File: config.mk
export PLATFORM = sky130hd
export DESIGN_NAME = ppi_top
export DESIGN_NICKNAME = d
export VERILOG_FILES = /design/src/ppi_pkg.sv /design/src/ppi_top.sv /design/src/ppi_port_irq.sv
export SDC_FILE = /design/constraint.sdc
export NUM_CORES = 1
export LEC_CHECK = 0
export BUFFER_PORTS_ARGS = -buffer_cell sky130_fd_sc_hd__buf_2
export CORE_MARGIN = 2
export CORE_UTILIZATION = 43
export CTS_CLUSTER_DIAMETER = 50
export DETAILED_ROUTE_END_ITERATION = 8
export GPL_ROUTABILITY_DRIVEN = 0
export PLACE_DENSITY = 0.76
export SLEW_MARGIN = 0
export SYNTH_ARGS = -nofsm -noshare
export SYNTH_HDL_FRONTEND = slang
export SYNTH_SLANG_ARGS = --single-unit
File: constraint.sdc
create_clock -name core_clk -period 1.7 [get_ports core_clk]
set_input_delay 0.34 -clock core_clk [delete_from_list [all_inputs] [get_ports core_clk]]
set_output_delay 0.34 -clock core_clk [all_outputs]
set_load 0.05 [all_outputs]
File: src/ppi_pkg.sv
// constants and types for the port pin interrupt block
package ppi_pkg;
	localparam int          PORT_W       = 8;
	localparam int          NUM_PORTS    = 3;
	localparam int          PORT_A       = 0;
	localparam int          PORT_B       = 1;
	localparam int          PORT_C       = 2;
	localparam logic [7:0]  IRQ_CAP_A    = 8'h0f;
	localparam logic [7:0]  IRQ_CAP_B    = 8'h0f;
	localparam logic [7:0]  IRQ_CAP_C    = 8'hff;
	localparam logic [7:0]  RST_BYTE     = 8'h00;
	localparam logic        MODE_EDGE    = 1'b0;
	localparam logic        MODE_LEVEL   = 1'b1;
	localparam logic        POL_FALL     = 1'b0;
	localparam logic        POL_RISE     = 1'b1;
	typedef enum logic [1:0] {
		PPI_RUN,
		PPI_WAIT,
		PPI_STOP3
	} ppi_power_t;
endpackage

File: src/ppi_top.sv
// pin interrupt logic and pad control for ports a, b and c
// Function
// - low A/B nibbles, all C pins interrupt-capable
// - per-pin select bit enables detection
// - per-port mode: edge or edge-and-level
// - per-pin polarity: falling/low or rising/high
// - synchronous edges, need prior deasserted level
// - falling edge is high then low sample
// - rising edge is low then high sample
// - edge-only: any enabled edge sets flag
// - flag and enable raise cpu request
// - edge-only: acknowledge one clears flag
// - level mode: edge or level sets flag
// - level mode: clear only when all deasserted
// - level mode: asserted pin keeps flag set
// - reset leaves pins input, pulls off
// - peripheral owns output enable; direction steers reads
// - drive strength, slew for outputs; pulls for inputs
// - pull enable ignored for outputs
module ppi_top (
	input  wire logic                          core_clk,
	input  wire logic                          reset,
	input  wire ppi_pkg::ppi_power_t           power_mode,
	input  wire logic [ppi_pkg::PORT_W-1:0]    pin_in_a,
	input  wire logic [ppi_pkg::PORT_W-1:0]    pin_in_b,
	input  wire logic [ppi_pkg::PORT_W-1:0]    pin_in_c,
	input  wire logic [ppi_pkg::NUM_PORTS-1:0] ctrl_write,
	input  wire logic [ppi_pkg::PORT_W-1:0]    wr_data_out,
	input  wire logic [ppi_pkg::PORT_W-1:0]    wr_direction,
	input  wire logic [ppi_pkg::PORT_W-1:0]    wr_pull_enable,
	input  wire logic [ppi_pkg::PORT_W-1:0]    wr_slew_enable,
	input  wire logic [ppi_pkg::PORT_W-1:0]    wr_drive_strength,
	input  wire logic [ppi_pkg::PORT_W-1:0]    wr_pin_irq_select,
	input  wire logic [ppi_pkg::PORT_W-1:0]    wr_edge_polarity,
	input  wire logic                          wr_detect_mode,
	input  wire logic                          wr_irq_enable,
	input  wire logic [ppi_pkg::NUM_PORTS-1:0] port_irq_acknowledge,
	input  wire logic [ppi_pkg::PORT_W-1:0]    periph_own_a,
	input  wire logic [ppi_pkg::PORT_W-1:0]    periph_oe_a,
	input  wire logic [ppi_pkg::PORT_W-1:0]    periph_out_a,
	input  wire logic [ppi_pkg::PORT_W-1:0]    periph_own_b,
	input  wire logic [ppi_pkg::PORT_W-1:0]    periph_oe_b,
	input  wire logic [ppi_pkg::PORT_W-1:0]    periph_out_b,
	input  wire logic [ppi_pkg::PORT_W-1:0]    periph_own_c,
	input  wire logic [ppi_pkg::PORT_W-1:0]    periph_oe_c,
	input  wire logic [ppi_pkg::PORT_W-1:0]    periph_out_c,
	output logic [ppi_pkg::PORT_W-1:0]         pin_out_a,
	output logic [ppi_pkg::PORT_W-1:0]         pin_oe_a,
	output logic [ppi_pkg::PORT_W-1:0]         pin_out_b,
	output logic [ppi_pkg::PORT_W-1:0]         pin_oe_b,
	output logic [ppi_pkg::PORT_W-1:0]         pin_out_c,
	output logic [ppi_pkg::PORT_W-1:0]         pin_oe_c,
	output logic [ppi_pkg::PORT_W-1:0]         pull_on_a,
	output logic [ppi_pkg::PORT_W-1:0]         pull_on_b,
	output logic [ppi_pkg::PORT_W-1:0]         pull_on_c,
	output logic [ppi_pkg::PORT_W-1:0]         pull_down_a,
	output logic [ppi_pkg::PORT_W-1:0]         pull_down_b,
	output logic [ppi_pkg::PORT_W-1:0]         pull_down_c,
	output logic [ppi_pkg::PORT_W-1:0]         slew_on_a,
	output logic [ppi_pkg::PORT_W-1:0]         slew_on_b,
	output logic [ppi_pkg::PORT_W-1:0]         slew_on_c,
	output logic [ppi_pkg::PORT_W-1:0]         high_drive_a,
	output logic [ppi_pkg::PORT_W-1:0]         high_drive_b,
	output logic [ppi_pkg::PORT_W-1:0]         high_drive_c,
	output logic [ppi_pkg::PORT_W-1:0]         port_read_a,
	output logic [ppi_pkg::PORT_W-1:0]         port_read_b,
	output logic [ppi_pkg::PORT_W-1:0]         port_read_c,
	output logic [ppi_pkg::NUM_PORTS-1:0]      port_irq_flag,
	output logic [ppi_pkg::NUM_PORTS-1:0]      port_irq_enable_rd,
	output logic [ppi_pkg::NUM_PORTS-1:0]      detect_mode_rd,
	output logic [ppi_pkg::NUM_PORTS-1:0]      ack_read,
	output logic [ppi_pkg::NUM_PORTS-1:0]      irq_request,
	output logic                               wake_request
);
	import ppi_pkg::*;

	localparam logic [7:0] CAP [NUM_PORTS] = '{IRQ_CAP_A, IRQ_CAP_B,
		IRQ_CAP_C};

	logic [PORT_W-1:0] data_out     [NUM_PORTS];
	logic [PORT_W-1:0] direction    [NUM_PORTS];
	logic [PORT_W-1:0] pull_enable  [NUM_PORTS];
	logic [PORT_W-1:0] slew_enable  [NUM_PORTS];
	logic [PORT_W-1:0] drive_sel    [NUM_PORTS];
	logic [PORT_W-1:0] irq_select   [NUM_PORTS];
	logic [PORT_W-1:0] polarity     [NUM_PORTS];
	logic [PORT_W-1:0] pin_in       [NUM_PORTS];
	logic [PORT_W-1:0] own          [NUM_PORTS];
	logic [PORT_W-1:0] p_oe         [NUM_PORTS];
	logic [PORT_W-1:0] p_out        [NUM_PORTS];
	logic [PORT_W-1:0] oe           [NUM_PORTS];
	logic [PORT_W-1:0] out          [NUM_PORTS];
	logic [PORT_W-1:0] pull         [NUM_PORTS];
	logic [PORT_W-1:0] pdown        [NUM_PORTS];
	logic [PORT_W-1:0] rd           [NUM_PORTS];
	logic [NUM_PORTS-1:0] detect_mode;
	logic [NUM_PORTS-1:0] irq_enable;

	// per bit: first operand where sel is set, else second
	function automatic logic [PORT_W-1:0] bit_mux(
		input logic [PORT_W-1:0] sel,
		input logic [PORT_W-1:0] when_set,
		input logic [PORT_W-1:0] when_clear
	);
		return (sel & when_set) | (~sel & when_clear);
	endfunction

	assign pin_in = '{pin_in_a, pin_in_b, pin_in_c};
	assign own    = '{periph_own_a, periph_own_b, periph_own_c};
	assign p_oe   = '{periph_oe_a, periph_oe_b, periph_oe_c};
	assign p_out  = '{periph_out_a, periph_out_b, periph_out_c};

	// output data latches
	always_ff @(posedge core_clk) begin
		if (reset) begin
			for (int i = 0; i < NUM_PORTS; i++) begin
				data_out[i] <= RST_BYTE;
			end
		end else begin
			for (int i = 0; i < NUM_PORTS; i++) begin
				if (ctrl_write[i]) begin
					data_out[i] <= wr_data_out;
				end
			end
		end
	end

	// data direction, inputs after reset
	always_ff @(posedge core_clk) begin
		if (reset) begin
			for (int i = 0; i < NUM_PORTS; i++) begin
				direction[i] <= RST_BYTE;
			end
		end else begin
			for (int i = 0; i < NUM_PORTS; i++) begin
				if (ctrl_write[i]) begin
					direction[i] <= wr_direction;
				end
			end
		end
	end

	// pull enables, off after reset
	always_ff @(posedge core_clk) begin
		if (reset) begin
			for (int i = 0; i < NUM_PORTS; i++) begin
				pull_enable[i] <= RST_BYTE;
			end
		end else begin
			for (int i = 0; i < NUM_PORTS; i++) begin
				if (ctrl_write[i]) begin
					pull_enable[i] <= wr_pull_enable;
				end
			end
		end
	end

	// slew rate control enables
	always_ff @(posedge core_clk) begin
		if (reset) begin
			for (int i = 0; i < NUM_PORTS; i++) begin
				slew_enable[i] <= RST_BYTE;
			end
		end else begin
			for (int i = 0; i < NUM_PORTS; i++) begin
				if (ctrl_write[i]) begin
					slew_enable[i] <= wr_slew_enable;
				end
			end
		end
	end

	// drive strength selects
	always_ff @(posedge core_clk) begin
		if (reset) begin
			for (int i = 0; i < NUM_PORTS; i++) begin
				drive_sel[i] <= RST_BYTE;
			end
		end else begin
			for (int i = 0; i < NUM_PORTS; i++) begin
				if (ctrl_write[i]) begin
					drive_sel[i] <= wr_drive_strength;
				end
			end
		end
	end

	// interrupt pin selects, masked to capable pins
	always_ff @(posedge core_clk) begin
		if (reset) begin
			for (int i = 0; i < NUM_PORTS; i++) begin
				irq_select[i] <= RST_BYTE;
			end
		end else begin
			for (int i = 0; i < NUM_PORTS; i++) begin
				if (ctrl_write[i]) begin
					irq_select[i] <= wr_pin_irq_select & CAP[i];
				end
			end
		end
	end

	// edge and level polarity per pin
	always_ff @(posedge core_clk) begin
		if (reset) begin
			for (int i = 0; i < NUM_PORTS; i++) begin
				polarity[i] <= RST_BYTE;
			end
		end else begin
			for (int i = 0; i < NUM_PORTS; i++) begin
				if (ctrl_write[i]) begin
					polarity[i] <= wr_edge_polarity;
				end
			end
		end
	end

	// detection mode per port
	always_ff @(posedge core_clk) begin
		if (reset) begin
			detect_mode <= '0;
		end else begin
			for (int i = 0; i < NUM_PORTS; i++) begin
				if (ctrl_write[i]) begin
					detect_mode[i] <= wr_detect_mode;
				end
			end
		end
	end

	// interrupt enable per port
	always_ff @(posedge core_clk) begin
		if (reset) begin
			irq_enable <= '0;
		end else begin
			for (int i = 0; i < NUM_PORTS; i++) begin
				if (ctrl_write[i]) begin
					irq_enable[i] <= wr_irq_enable;
				end
			end
		end
	end

	// pad control per port
	always_comb begin
		for (int i = 0; i < NUM_PORTS; i++) begin
			oe[i]   = bit_mux(own[i], p_oe[i], direction[i]);
			out[i]  = bit_mux(own[i], p_out[i], data_out[i]);
			pull[i] = pull_enable[i] & ~oe[i];
			// pull-down only on rising-polarity interrupt pins
			pdown[i] = pull[i] & irq_select[i] & polarity[i];
			// direction bit picks latch or pin on read
			rd[i] = bit_mux(direction[i], data_out[i], pin_in[i]);
		end
	end

	assign pin_oe_a     = oe[PORT_A];
	assign pin_oe_b     = oe[PORT_B];
	assign pin_oe_c     = oe[PORT_C];
	assign pin_out_a    = out[PORT_A];
	assign pin_out_b    = out[PORT_B];
	assign pin_out_c    = out[PORT_C];
	assign pull_on_a    = pull[PORT_A];
	assign pull_on_b    = pull[PORT_B];
	assign pull_on_c    = pull[PORT_C];
	assign pull_down_a  = pdown[PORT_A];
	assign pull_down_b  = pdown[PORT_B];
	assign pull_down_c  = pdown[PORT_C];
	assign slew_on_a    = slew_enable[PORT_A] & oe[PORT_A];
	assign slew_on_b    = slew_enable[PORT_B] & oe[PORT_B];
	assign slew_on_c    = slew_enable[PORT_C] & oe[PORT_C];
	assign high_drive_a = drive_sel[PORT_A] & oe[PORT_A];
	assign high_drive_b = drive_sel[PORT_B] & oe[PORT_B];
	assign high_drive_c = drive_sel[PORT_C] & oe[PORT_C];
	assign port_read_a  = rd[PORT_A];
	assign port_read_b  = rd[PORT_B];
	assign port_read_c  = rd[PORT_C];
	assign port_irq_enable_rd = irq_enable;
	assign detect_mode_rd     = detect_mode;
	assign ack_read           = '0;

	genvar g;
	generate
		for (g = 0; g < NUM_PORTS; g++) begin : gen_port
			ppi_port_irq #(
				.CAPABLE(CAP[g])
			) u_irq (
				.core_clk             (core_clk),
				.reset                (reset),
				.pin_in               (pin_in[g]),
				.pin_irq_select_reg   (irq_select[g]),
				.edge_polarity_bit    (polarity[g]),
				.detect_mode_bit      (detect_mode[g]),
				.port_irq_enable      (irq_enable[g]),
				.port_irq_acknowledge (port_irq_acknowledge[g]),
				.port_irq_flag        (port_irq_flag[g]),
				.irq_request          (irq_request[g])
			);
		end
	endgenerate

	// wake from low power while any request stands
	assign wake_request = (power_mode == PPI_WAIT ||
		power_mode == PPI_STOP3) && (|irq_request);
endmodule

File: src/ppi_port_irq.sv
// one port's pin interrupt detection, flag and request
module ppi_port_irq #(
	parameter logic [7:0] CAPABLE = 8'hff
) (
	input  wire logic                     core_clk,
	input  wire logic                     reset,
	input  wire logic [ppi_pkg::PORT_W-1:0] pin_in,
	input  wire logic [ppi_pkg::PORT_W-1:0] pin_irq_select_reg,
	input  wire logic [ppi_pkg::PORT_W-1:0] edge_polarity_bit,
	input  wire logic                     detect_mode_bit,
	input  wire logic                     port_irq_enable,
	input  wire logic                     port_irq_acknowledge,
	output logic                          port_irq_flag,
	output logic                          irq_request
);
	import ppi_pkg::*;

	logic [PORT_W-1:0] enabled;
	logic [PORT_W-1:0] asserted;
	logic [PORT_W-1:0] prev_asserted;
	logic [PORT_W-1:0] armed;
	logic [PORT_W-1:0] edge_hit;
	logic              level_hit;
	logic              set_flag;
	logic              clear_ok;

	assign enabled   = pin_irq_select_reg & CAPABLE;
	// asserted = low for falling, high for rising
	assign asserted  = pin_in ~^ edge_polarity_bit;
	// previous sample deasserted, this one asserted
	assign edge_hit  = enabled & armed & ~prev_asserted & asserted;
	assign level_hit = |(enabled & asserted);
	assign set_flag  = (|edge_hit) ||
		(detect_mode_bit == MODE_LEVEL && level_hit);
	assign clear_ok  = port_irq_acknowledge &&
		(detect_mode_bit == MODE_EDGE || !level_hit);

	always_ff @(posedge core_clk) begin
		if (reset) begin
			prev_asserted <= '0;
		end else begin
			prev_asserted <= asserted;
		end
	end

	// a pin must be seen deasserted while enabled before edges count
	always_ff @(posedge core_clk) begin
		if (reset) begin
			armed <= '0;
		end else begin
			armed <= enabled & (armed | ~asserted);
		end
	end

	// set wins over a coincident acknowledge
	always_ff @(posedge core_clk) begin
		if (reset) begin
			port_irq_flag <= 1'b0;
		end else if (set_flag) begin
			port_irq_flag <= 1'b1;
		end else if (clear_ok) begin
			port_irq_flag <= 1'b0;
		end
	end

	assign irq_request = port_irq_flag & port_irq_enable;
endmodule

* Word level (Yosys, flattened, before mapping)
Memories as Yosys holds them, arrays and structs flattened. Cells that the tools add are included.
Operators by class: muxes and demuxes 38, reduce and logical (&&, ||, !) cells 27, bitwise gates (word level) 105, eq/ne operators 2
Operator list (count):
- $and 8x8->8 | 42
- $mux 8 | 21
- $not 8->8 | 15
- $or 8x8->8 | 12
- $and 4x8->8 | 6
- $reduce_or 8->1 | 6
- $xnor 8x8->8 | 3
- $or 1x1->1 | 21
- $mux 1 | 17
- $logic_and 1x1->1 | 7
- $logic_or 1x1->1 | 7
- $reduce_bool 2->1 | 3
- $and 1x1->1 | 3
- $logic_not 1->1 | 3
- $not 1->1 | 3
- $reduce_or 3->1 | 1
- $eq 2x1->1 const B | 1
- $eq 2x2->1 const B | 1
Storage, ports and cells: input port bits 164, word-level logic and storage cells 194, memory bits (writable) 168, register bits 57, output and inout port bits 184, memories kept 7
Memory list:
- data_out | depth 3, width 8, read ports 3, clocked after memory_dff 0, write ports 3, RTL line ppi_top.sv:80 | logic [PORT_W-1:0] data_out [NUM_PORTS];
- direction | depth 3, width 8, read ports 3, clocked after memory_dff 0, write ports 3, RTL line ppi_top.sv:81 | logic [PORT_W-1:0] direction [NUM_PORTS];
- drive_sel | depth 3, width 8, read ports 3, clocked after memory_dff 0, write ports 3, RTL line ppi_top.sv:84 | logic [PORT_W-1:0] drive_sel [NUM_PORTS];
- irq_select | depth 3, width 8, read ports 3, clocked after memory_dff 0, write ports 3, RTL line ppi_top.sv:85 | logic [PORT_W-1:0] irq_select [NUM_PORTS];
- polarity | depth 3, width 8, read ports 3, clocked after memory_dff 0, write ports 3, RTL line ppi_top.sv:86 | logic [PORT_W-1:0] polarity [NUM_PORTS];
- pull_enable | depth 3, width 8, read ports 3, clocked after memory_dff 0, write ports 3, RTL line ppi_top.sv:82 | logic [PORT_W-1:0] pull_enable [NUM_PORTS];
- +1 memories

* Longest topological paths before layout
Gate-level depths: netlist of the first run. An unclocked memory read counts as a cell.
word-level depth 9, depth in mapped cells 5, depth with buffers taken out 5

* Modules after synthesis
From an unflattened synthesis of the first run, not the netlist that was laid out.
Second synthesis, totals: cells, all modules 624, area total of the unflattened synthesis 8749.6 um^2
By module, submodules not included:
- ppi_top | area each 7315.8 um^2, times used 1, sequential area each 4924.7 um^2, cells an instance 450
- ppi_port_irq at gen_port[0].u_irq ... | area each 362.8 um^2, times used 2, sequential area each 180.2 um^2, cells an instance 45
- ppi_port_irq at gen_port[2].u_irq | area each 708.2 um^2, times used 1, sequential area each 340.3 um^2, cells an instance 84

* Least setup slack after synthesis of the first run
No wires, ideal clock.
path type input -> output, start point in periph_own_a[0] in the netlist's numbering, end point out pull_down_a[0] in the netlist's numbering, setup slack -0.251 ns, path buffers 0, required time 1.360 ns, arrival 1.611 ns, stages on the path 3, cells stage by stage mux2i_1 -> and2_1 -> and3_1
Between the ends: cells in the longest elaborated chain, start to end 7, elaborated cells on any way between the ends 8, those cells by class 8 x bitwise
RTL lines:
- from (decl) | RTL line ppi_top.sv:38 | input wire logic [ppi_pkg::PORT_W-1:0] periph_own_a,
- $not 8->8 | RTL line ppi_top.sv:105 | return (sel & when_set) | (~sel & when_clear);
- $and 8x8->8 | RTL line ppi_top.sv:105
- $or 8x8->8 * | RTL line ppi_top.sv:105
- $not 8->8 * | RTL line ppi_top.sv:249 | pull[i] = pull_enable[i] & ~oe[i];
- $and 8x8->8 * | RTL line ppi_top.sv:249
- via pull_on_a (one bit) | RTL line ppi_top.sv:53 | output logic [ppi_pkg::PORT_W-1:0] pull_on_a,
- $and 8x8->8 * (2 in a row) | RTL line ppi_top.sv:251 | pdown[i] = pull[i] & irq_select[i] & polarity[i];
- to (decl) | RTL line ppi_top.sv:56 | output logic [ppi_pkg::PORT_W-1:0] pull_down_a,
Mark *: on every way through the listed nets, which the timed path passes. The rest lies on a longest branch.

==> flow_summary_export.csv, run 1 <==
group,metric,value,unit
global_route,grt_max_degree,57,
sta,max_freq,504,MHz
critical_path,crit_chain,"mux2i_2, and2_4, and3_4, buf_8",
cells_and_area,final_cells,1277,
critical_path,endpoint_kind,"output port",
global_route,grt_use_total,22.0,%
floorplan,start_util,43.9,%
routing,wire_per_inst,18.3,um
clocking,clockBufferDepth,2,
clocking,h-tree-depth,4,
floorplan,row_count,50,
routing,routed_wirelength,23400,um
global_route,grt.overflow.total,0,
cells_and_area,layout.nets,1194,
critical_path,cp.arrival,1.65,ns
critical_path,start_kind,"flip-flop",
floorplan,die_w,142,um
routing,via_count,6226,
cells_and_area,fillers,1275,
floorplan,dieArea,20300,sq um
floorplan,io_pins,348,
critical_path,regToRegSetupSlack,0.19,ns
synth,synth_area,8230,sq um
routing,drtIter0Drc,298,
routing,viasPerCell,4.88,
routing,drtPass1Iterations,6,
sta,finalHoldViolations,0,
clocking,numCtsBuffers,17,
global_route,grt_pass1_wl,33700,um
clocking,cts.sinks,193,
sta,setup_slack,-0.285,ns
global_route,antenna_found_initial,1,
power_and_ir_drop,peakVddDrop,0.000766,V
cells_and_area,fin_area,12900,sq um
power_and_ir_drop,power.leakage,5.75,nW
outcome,violations,"negative setup slack",
power_and_ir_drop,p_per_area,1040,nW/um^2
critical_path,crit_buf_inv,1,
critical_path,crit_family,"flip-flops",
outcome,status,"finished, violations left",
sta,tns,-10.66,ns
placement,hpwl,15500,um
synth,synth-seq-cells,193,
placement,placedCellCount,1202,
clocking,cts_tree,"built",
critical_path,cp.required,1.36,ns
clocking,clock_latency,0.42,ns
synth,seq_area_frac_synth,65.4,%
synth,yosys_warnings,0,
routing,drc,0,
sta,rsz0062_at_grt,"true",
cells_and_area,drive_gt1_share,60.7,%
sta,drv_slew,0,
synth,syn_area_per_cell,13.2,sq um
cells_and_area,final_common_cell,"buf_2",
critical_path,cp_max_fo,2,
cells_and_area,final_cell_mix,"buf_2 (193), edfxtp_1 (152), buf_6 (108)",
sta,max_slew_margin,19.3,%
routing,antenna_left,0,
flow_run,cap_violations,0,
cells_and_area,syn2layout_area_growth,56.8,%
clocking,clk_pin_slew,0.07,ns
critical_path,cp_slowest_cell,"edfxtp_1",
cells_and_area,antenna_cells,0,
hold_path,hp-class,"in -> reg",
floorplan,core_area,18800,sq um
critical_path,worstSetupPathType,"reg -> out",
placement,placed_cell_area,10400,sq um
clocking,cts_root_buf,"clkbuf_16",
sta,finalClockSkew,0.00778,ns
floorplan,dieHeight,142,um
synth,ys_types,29,
critical_path,max_stage_delay,0.45,ns
sta,fin_crit_sh,117,%
placement,io_buffers,336,
sta,whs,0.190,ns
sta,final.min_clock_period,1.99,ns
power_and_ir_drop,p_total,13.4,mW
synth,synthCells,622,
global_route,first_global_vias,6348,
clocking,ctsHoldBuffers,0,
sta,tightest_slew,1.21,ns
sta,setup_viol,122,
## through the flow
stage / util [%] / setup slack [ns]
6_report: 68.8 / -0.285
2_1_floorplan: - / 0.0268
5_1_grt: 68.8 / -0.346
4_1_cts: 65.4 / -0.253
3_5_place_dp: 55.4 / -0.237
3_3_place_gp: 55.4 / -0.181
## layout make-up
type                    count  area, sq um  area share [%]
clock inverters            12          108           0.834
flip-flops and latches    193         5390            41.8
well taps                 234          293            2.27
multi-input cells         356         2990            23.2
clock buffers              20          478            3.70
repair buffers            413         3460            26.8
inverters                  49          189            1.46
## routing by layer
layer	routed length, um	vias to the layer above	GRT usage [%]
li1	-	2934	-
met1	9100	2977	26.5
met2	12400	281	38.8
met3	1420	34	4.74
met4	490	0	8.49
met5	0	-	0
## power by group
| part | total (mW) | switching (mW) | internal [mW] |
|---|---|---|---|
| sequential | 5.80 | 0.231 | 5.57 |
| combinational | 3.74 | 2.22 | 1.51 |
| clock | 3.92 | 1.76 | 2.15 |
## repair_timing
action / 4_1_cts / 5_1_grt
endpoints found under the hold margin: 0 / 0
resized for setup: 375 / 150
endpoints found under the setup margin: 122 / 143
setup buffers: 45 / 37
pin swaps: 14 / 17
gates cloned: 0 / 0
## cell usage after synthesis (all sizes together)
master	instances	area, sq um
xor2	17	149
inv	49	184
a32oi	2	17.5
nor3	18	90.1
o2111ai	2	17.5
nand2	2	7.51
mux2i	30	300
edfxtp	152	4560
conb	1	3.75
and3	16	101
or2	9	56.3
dfxtp	41	821
o22ai	2	12.5
mux2	48	541
a21oi	5	25.0
buf	24	178
or4	2	15.0
nor3b	8	60.1
nor4	3	18.8
and2	83	519
clkbuf	10	37.5
nor2b	48	300
o31a	1	8.76
o21ai	3	15.0
a41oi	3	26.3
nor2	43	161
## sequential cells by signal, summed over array words and instances (netlist names)
signal / flops
direction: 24
drive_sel: 24
gen_port.u_irq.port_irq_flag: 3
polarity: 16
data_out: 24
gen_port.u_irq.armed: 16
slew_enable: 24
irq_select: 16
detect_mode_rd: 3
port_irq_enable_rd: 3
gen_port.u_irq.prev_asserted: 16
pull_enable: 24
## cells by family (layout without fill, tap and decap cells)
logic type	after synthesis	in the layout	share of synthesized area [%]
AOI/OAI and AO/OA	18	18	1.49
DFF	193	193	65.4
other	1	11	0.0456
buffers and inverters	83	494	4.85
muxes	78	78	10.2
and+or+nand+nor	232	232	16.2
xor gates and xnor gates	17	17	1.81
## worst paths after layout
path                                                             from                                           end  depth (start not counted)
worst max-delay path                       direction[0][18]$_DFFE_PP_                                pull_down_c[2]                          4
worst max register to register              polarity[0][16]$_DFFE_PP_  gen_port[2].u_irq.port_irq_flag$_SDFFE_PP0P_                          5
worst min-delay path                             wr_pin_irq_select[7]               irq_select[0][23]$_SDFFCE_PP0P_                          2
worst min register to register  gen_port[2].u_irq.armed[7]$_SDFF_PP0_         gen_port[2].u_irq.armed[7]$_SDFF_PP0_                          2
No activity file was read; power rests on OpenSTA's default activity.
==> run 2: changes to the inputs <==
- CELL_PAD_IN_SITES_DETAIL_PLACEMENT: default -> 0
- CELL_PAD_IN_SITES_GLOBAL_PLACEMENT: default -> 2
- CORE_UTILIZATION: 43 -> 27
- PLACE_DENSITY: 0.76 -> default
- PLACE_DENSITY_LB_ADDON: default -> 0.1
- REMOVE_ABC_BUFFERS: default -> 1
==> flow_summary_export.csv, run 2 (synthesis results as in run 1) <==
group,metric,value,unit
outcome,status,"finished, violations left",
outcome,violations,"negative setup slack",
floorplan,dieHeight,179,um
cells_and_area,layout.nets,1192,
clocking,numCtsBuffers,17,
cells_and_area,final_common_cell,"buf_2",
global_route,grt_use_total,14.3,%
routing,drtPass1Iterations,4,
clocking,cts_root_buf,"clkbuf_16",
hold_path,hp-class,"in -> reg",
hold_path,min_from,"wr_pin_irq_select[7]",
clocking,clk_pin_slew,0.07,ns
floorplan,io_pins,348,
routing,wire_per_inst,16.4,um
sta,setup_slack,-0.227,ns
global_route,grt_max_degree,36,
sta,finalHoldViolations,0,
placement,placedCellCount,1363,
routing,viasPerCell,4.20,
power_and_ir_drop,p_sw,4.31,mW
sta,rsz0062_at_grt,"true",
power_and_ir_drop,peakVddDrop,0.000463,V
global_route,grt_pass1_wl,34200,um
clocking,clockBufferDepth,2,
cells_and_area,final_cell_mix,"buf_2 (184), edfxtp_1 (152), buf_6 (109)",
critical_path,regToRegSetupSlack,0.12,ns
power_and_ir_drop,clkPwrFrac,30.0,%
cells_and_area,syn2layout_area_growth,57.6,%
floorplan,dieArea,31900,sq um
power_and_ir_drop,p_per_area,1040,nW/um^2
clocking,cts_tree,"built",
floorplan,die_w,179,um
routing,routed_wirelength,23500,um
sta,tns,-7.99,ns
critical_path,cp.required,1.36,ns
critical_path,worstSetupPathType,"reg -> out",
flow_run,cap_violations,0,
routing,drtIter0Drc,249,
floorplan,start_util,27.6,%
critical_path,rr_worst_depth,6,
global_route,first_global_vias,6117,
routing,antenna_left,0,
clocking,cts.sinks,193,
sta,finalClockSkew,0.0145,ns
placement,io_buffers,336,
power_and_ir_drop,power_frac_seq,42.9,%
sta,fin_crit_sh,113,%
power_and_ir_drop,power.share.switching,32.0,%
power_and_ir_drop,p_total,13.4,mW
routing,via_count,6011,
clocking,h-tree-depth,4,
critical_path,cp.arrival,1.59,ns
critical_path,r2r-end,"gen_port[2].u_irq.port_irq_flag$_SDFFE_PP0P_",
critical_path,start_kind,"flip-flop",
critical_path,endpoint_kind,"output port",
sta,final.min_clock_period,1.93,ns
global_route,grt.overflow.total,0,
floorplan,core_area,29800,sq um
power_and_ir_drop,intPower,9.13,mW
clocking,clock_latency,0.43,ns
power_and_ir_drop,power.leakage,5.69,nW
sta,max_freq,519,MHz
global_route,antenna_found_initial,4,
critical_path,r2r_start,"polarity[0][16]$_DFFE_PP_",
sta,setup_viol,116,
hold_path,hold_end,"irq_select[0][23]$_SDFFCE_PP0P_",
placement,hpwl,17400,um
sta,drv_slew,0,
routing,drc,0,
critical_path,cp_max_fo,2,
power_and_ir_drop,p_comb_share,27.1,%
cells_and_area,final_cells,1432,
cells_and_area,drive_gt1_share,59.8,%
hold_path,hold_depth,2,
floorplan,row_count,63,
==> run 2: changes by cell type in the layout (fill, tap and decap cells not counted), moves of 6 or more <==
cell | previous run | this run
nor2b_4 | 24 | 15
nor2b_2 | 23 | 33
buf_4 | 59 | 69
mux2i_1 | 12 | 18
buf_2 | 193 | 184
==> run 2: layer usage <==
metal / up-vias / global-route usage (%) / wire (um) / part of all wire (%)
li1: 2935 / - / - / -
met1: 2870 / 17.5 / 9770 / 42
met5: - / 0 / 28 / 0.12
met2: 185 / 24.5 / 11800 / 50
met4: 4 / 3.96 / 287 / 1.2
met3: 17 / 4.01 / 1560 / 6.6
==> run 2: timing repair <==
action	4_1_cts	5_1_grt
setup endpoints to repair	125	152
pin swaps	33	14
hold buffers	0	0
gates resized for setup	375	142
buffers inserted	35	20
==> run 2: per-stage QoR <==
step                hold WS (ns)  util, %  setup slack, ns  cell area, sq um
finish                     0.192     43.5           -0.227             13000
global route               0.173     43.5           -0.306             13000
CTS                        0.172     41.7           -0.274             12400
detailed placement         0.479     35.5          -0.0265             10600
global placement           0.477     35.5          -0.0336             10600
floorplan                  0.412        -           -0.328              8050
==> run 2: how the worst max path moves through the flow <==
stage | start | end | slack [ns]
after floorplan | gen_port[0].u_irq.port_irq_flag$_SDFFE_PP0P_ | wake_request | -0.33
after detailed placement | periph_own_c[0] | pull_down_c[0] | -0.03
after global routing | direction[0][16]$_DFFE_PP_ | pull_down_c[0] | -0.31
after CTS | direction[0][16]$_DFFE_PP_ | pull_down_c[0] | -0.27
final | direction[0][18]$_DFFE_PP_ | pull_down_c[2] | -0.23
after global placement | periph_own_c[0] | pull_down_c[0] | -0.03
==> run 2: power groups by stage <==
stage | sequential, mW | combinational, mW | clock, mW
finish | 5.77 | 3.64 | 4.03
global route | 5.82 | 3.83 | 4.36
CTS | 5.76 | 3.44 | 4.17
detailed placement | 5.86 | 2.87 | 0
global placement | 5.87 | 2.87 | 0
floorplan | 5.83 | 1.91 | 0
==> run 2: worst max-delay path: stages, from the launching register on <==
cell and delay (ns):
edfxtp_1 0.42, mux2i_2 0.23, and2_4 0.19, and3_4 0.18
buf_8 0.14
==> run 2: area by class of cell <==
class | count | area (sq um)
clock inverters | 14 | 163
repair buffers | 411 | 3420
diodes | 1 | 2.50
multi-input cells | 356 | 2890
inverters | 49 | 184
well taps | 390 | 488
flip-flops and latches | 193 | 5390
fillers | 2908 | 16800
clock buffers | 18 | 429
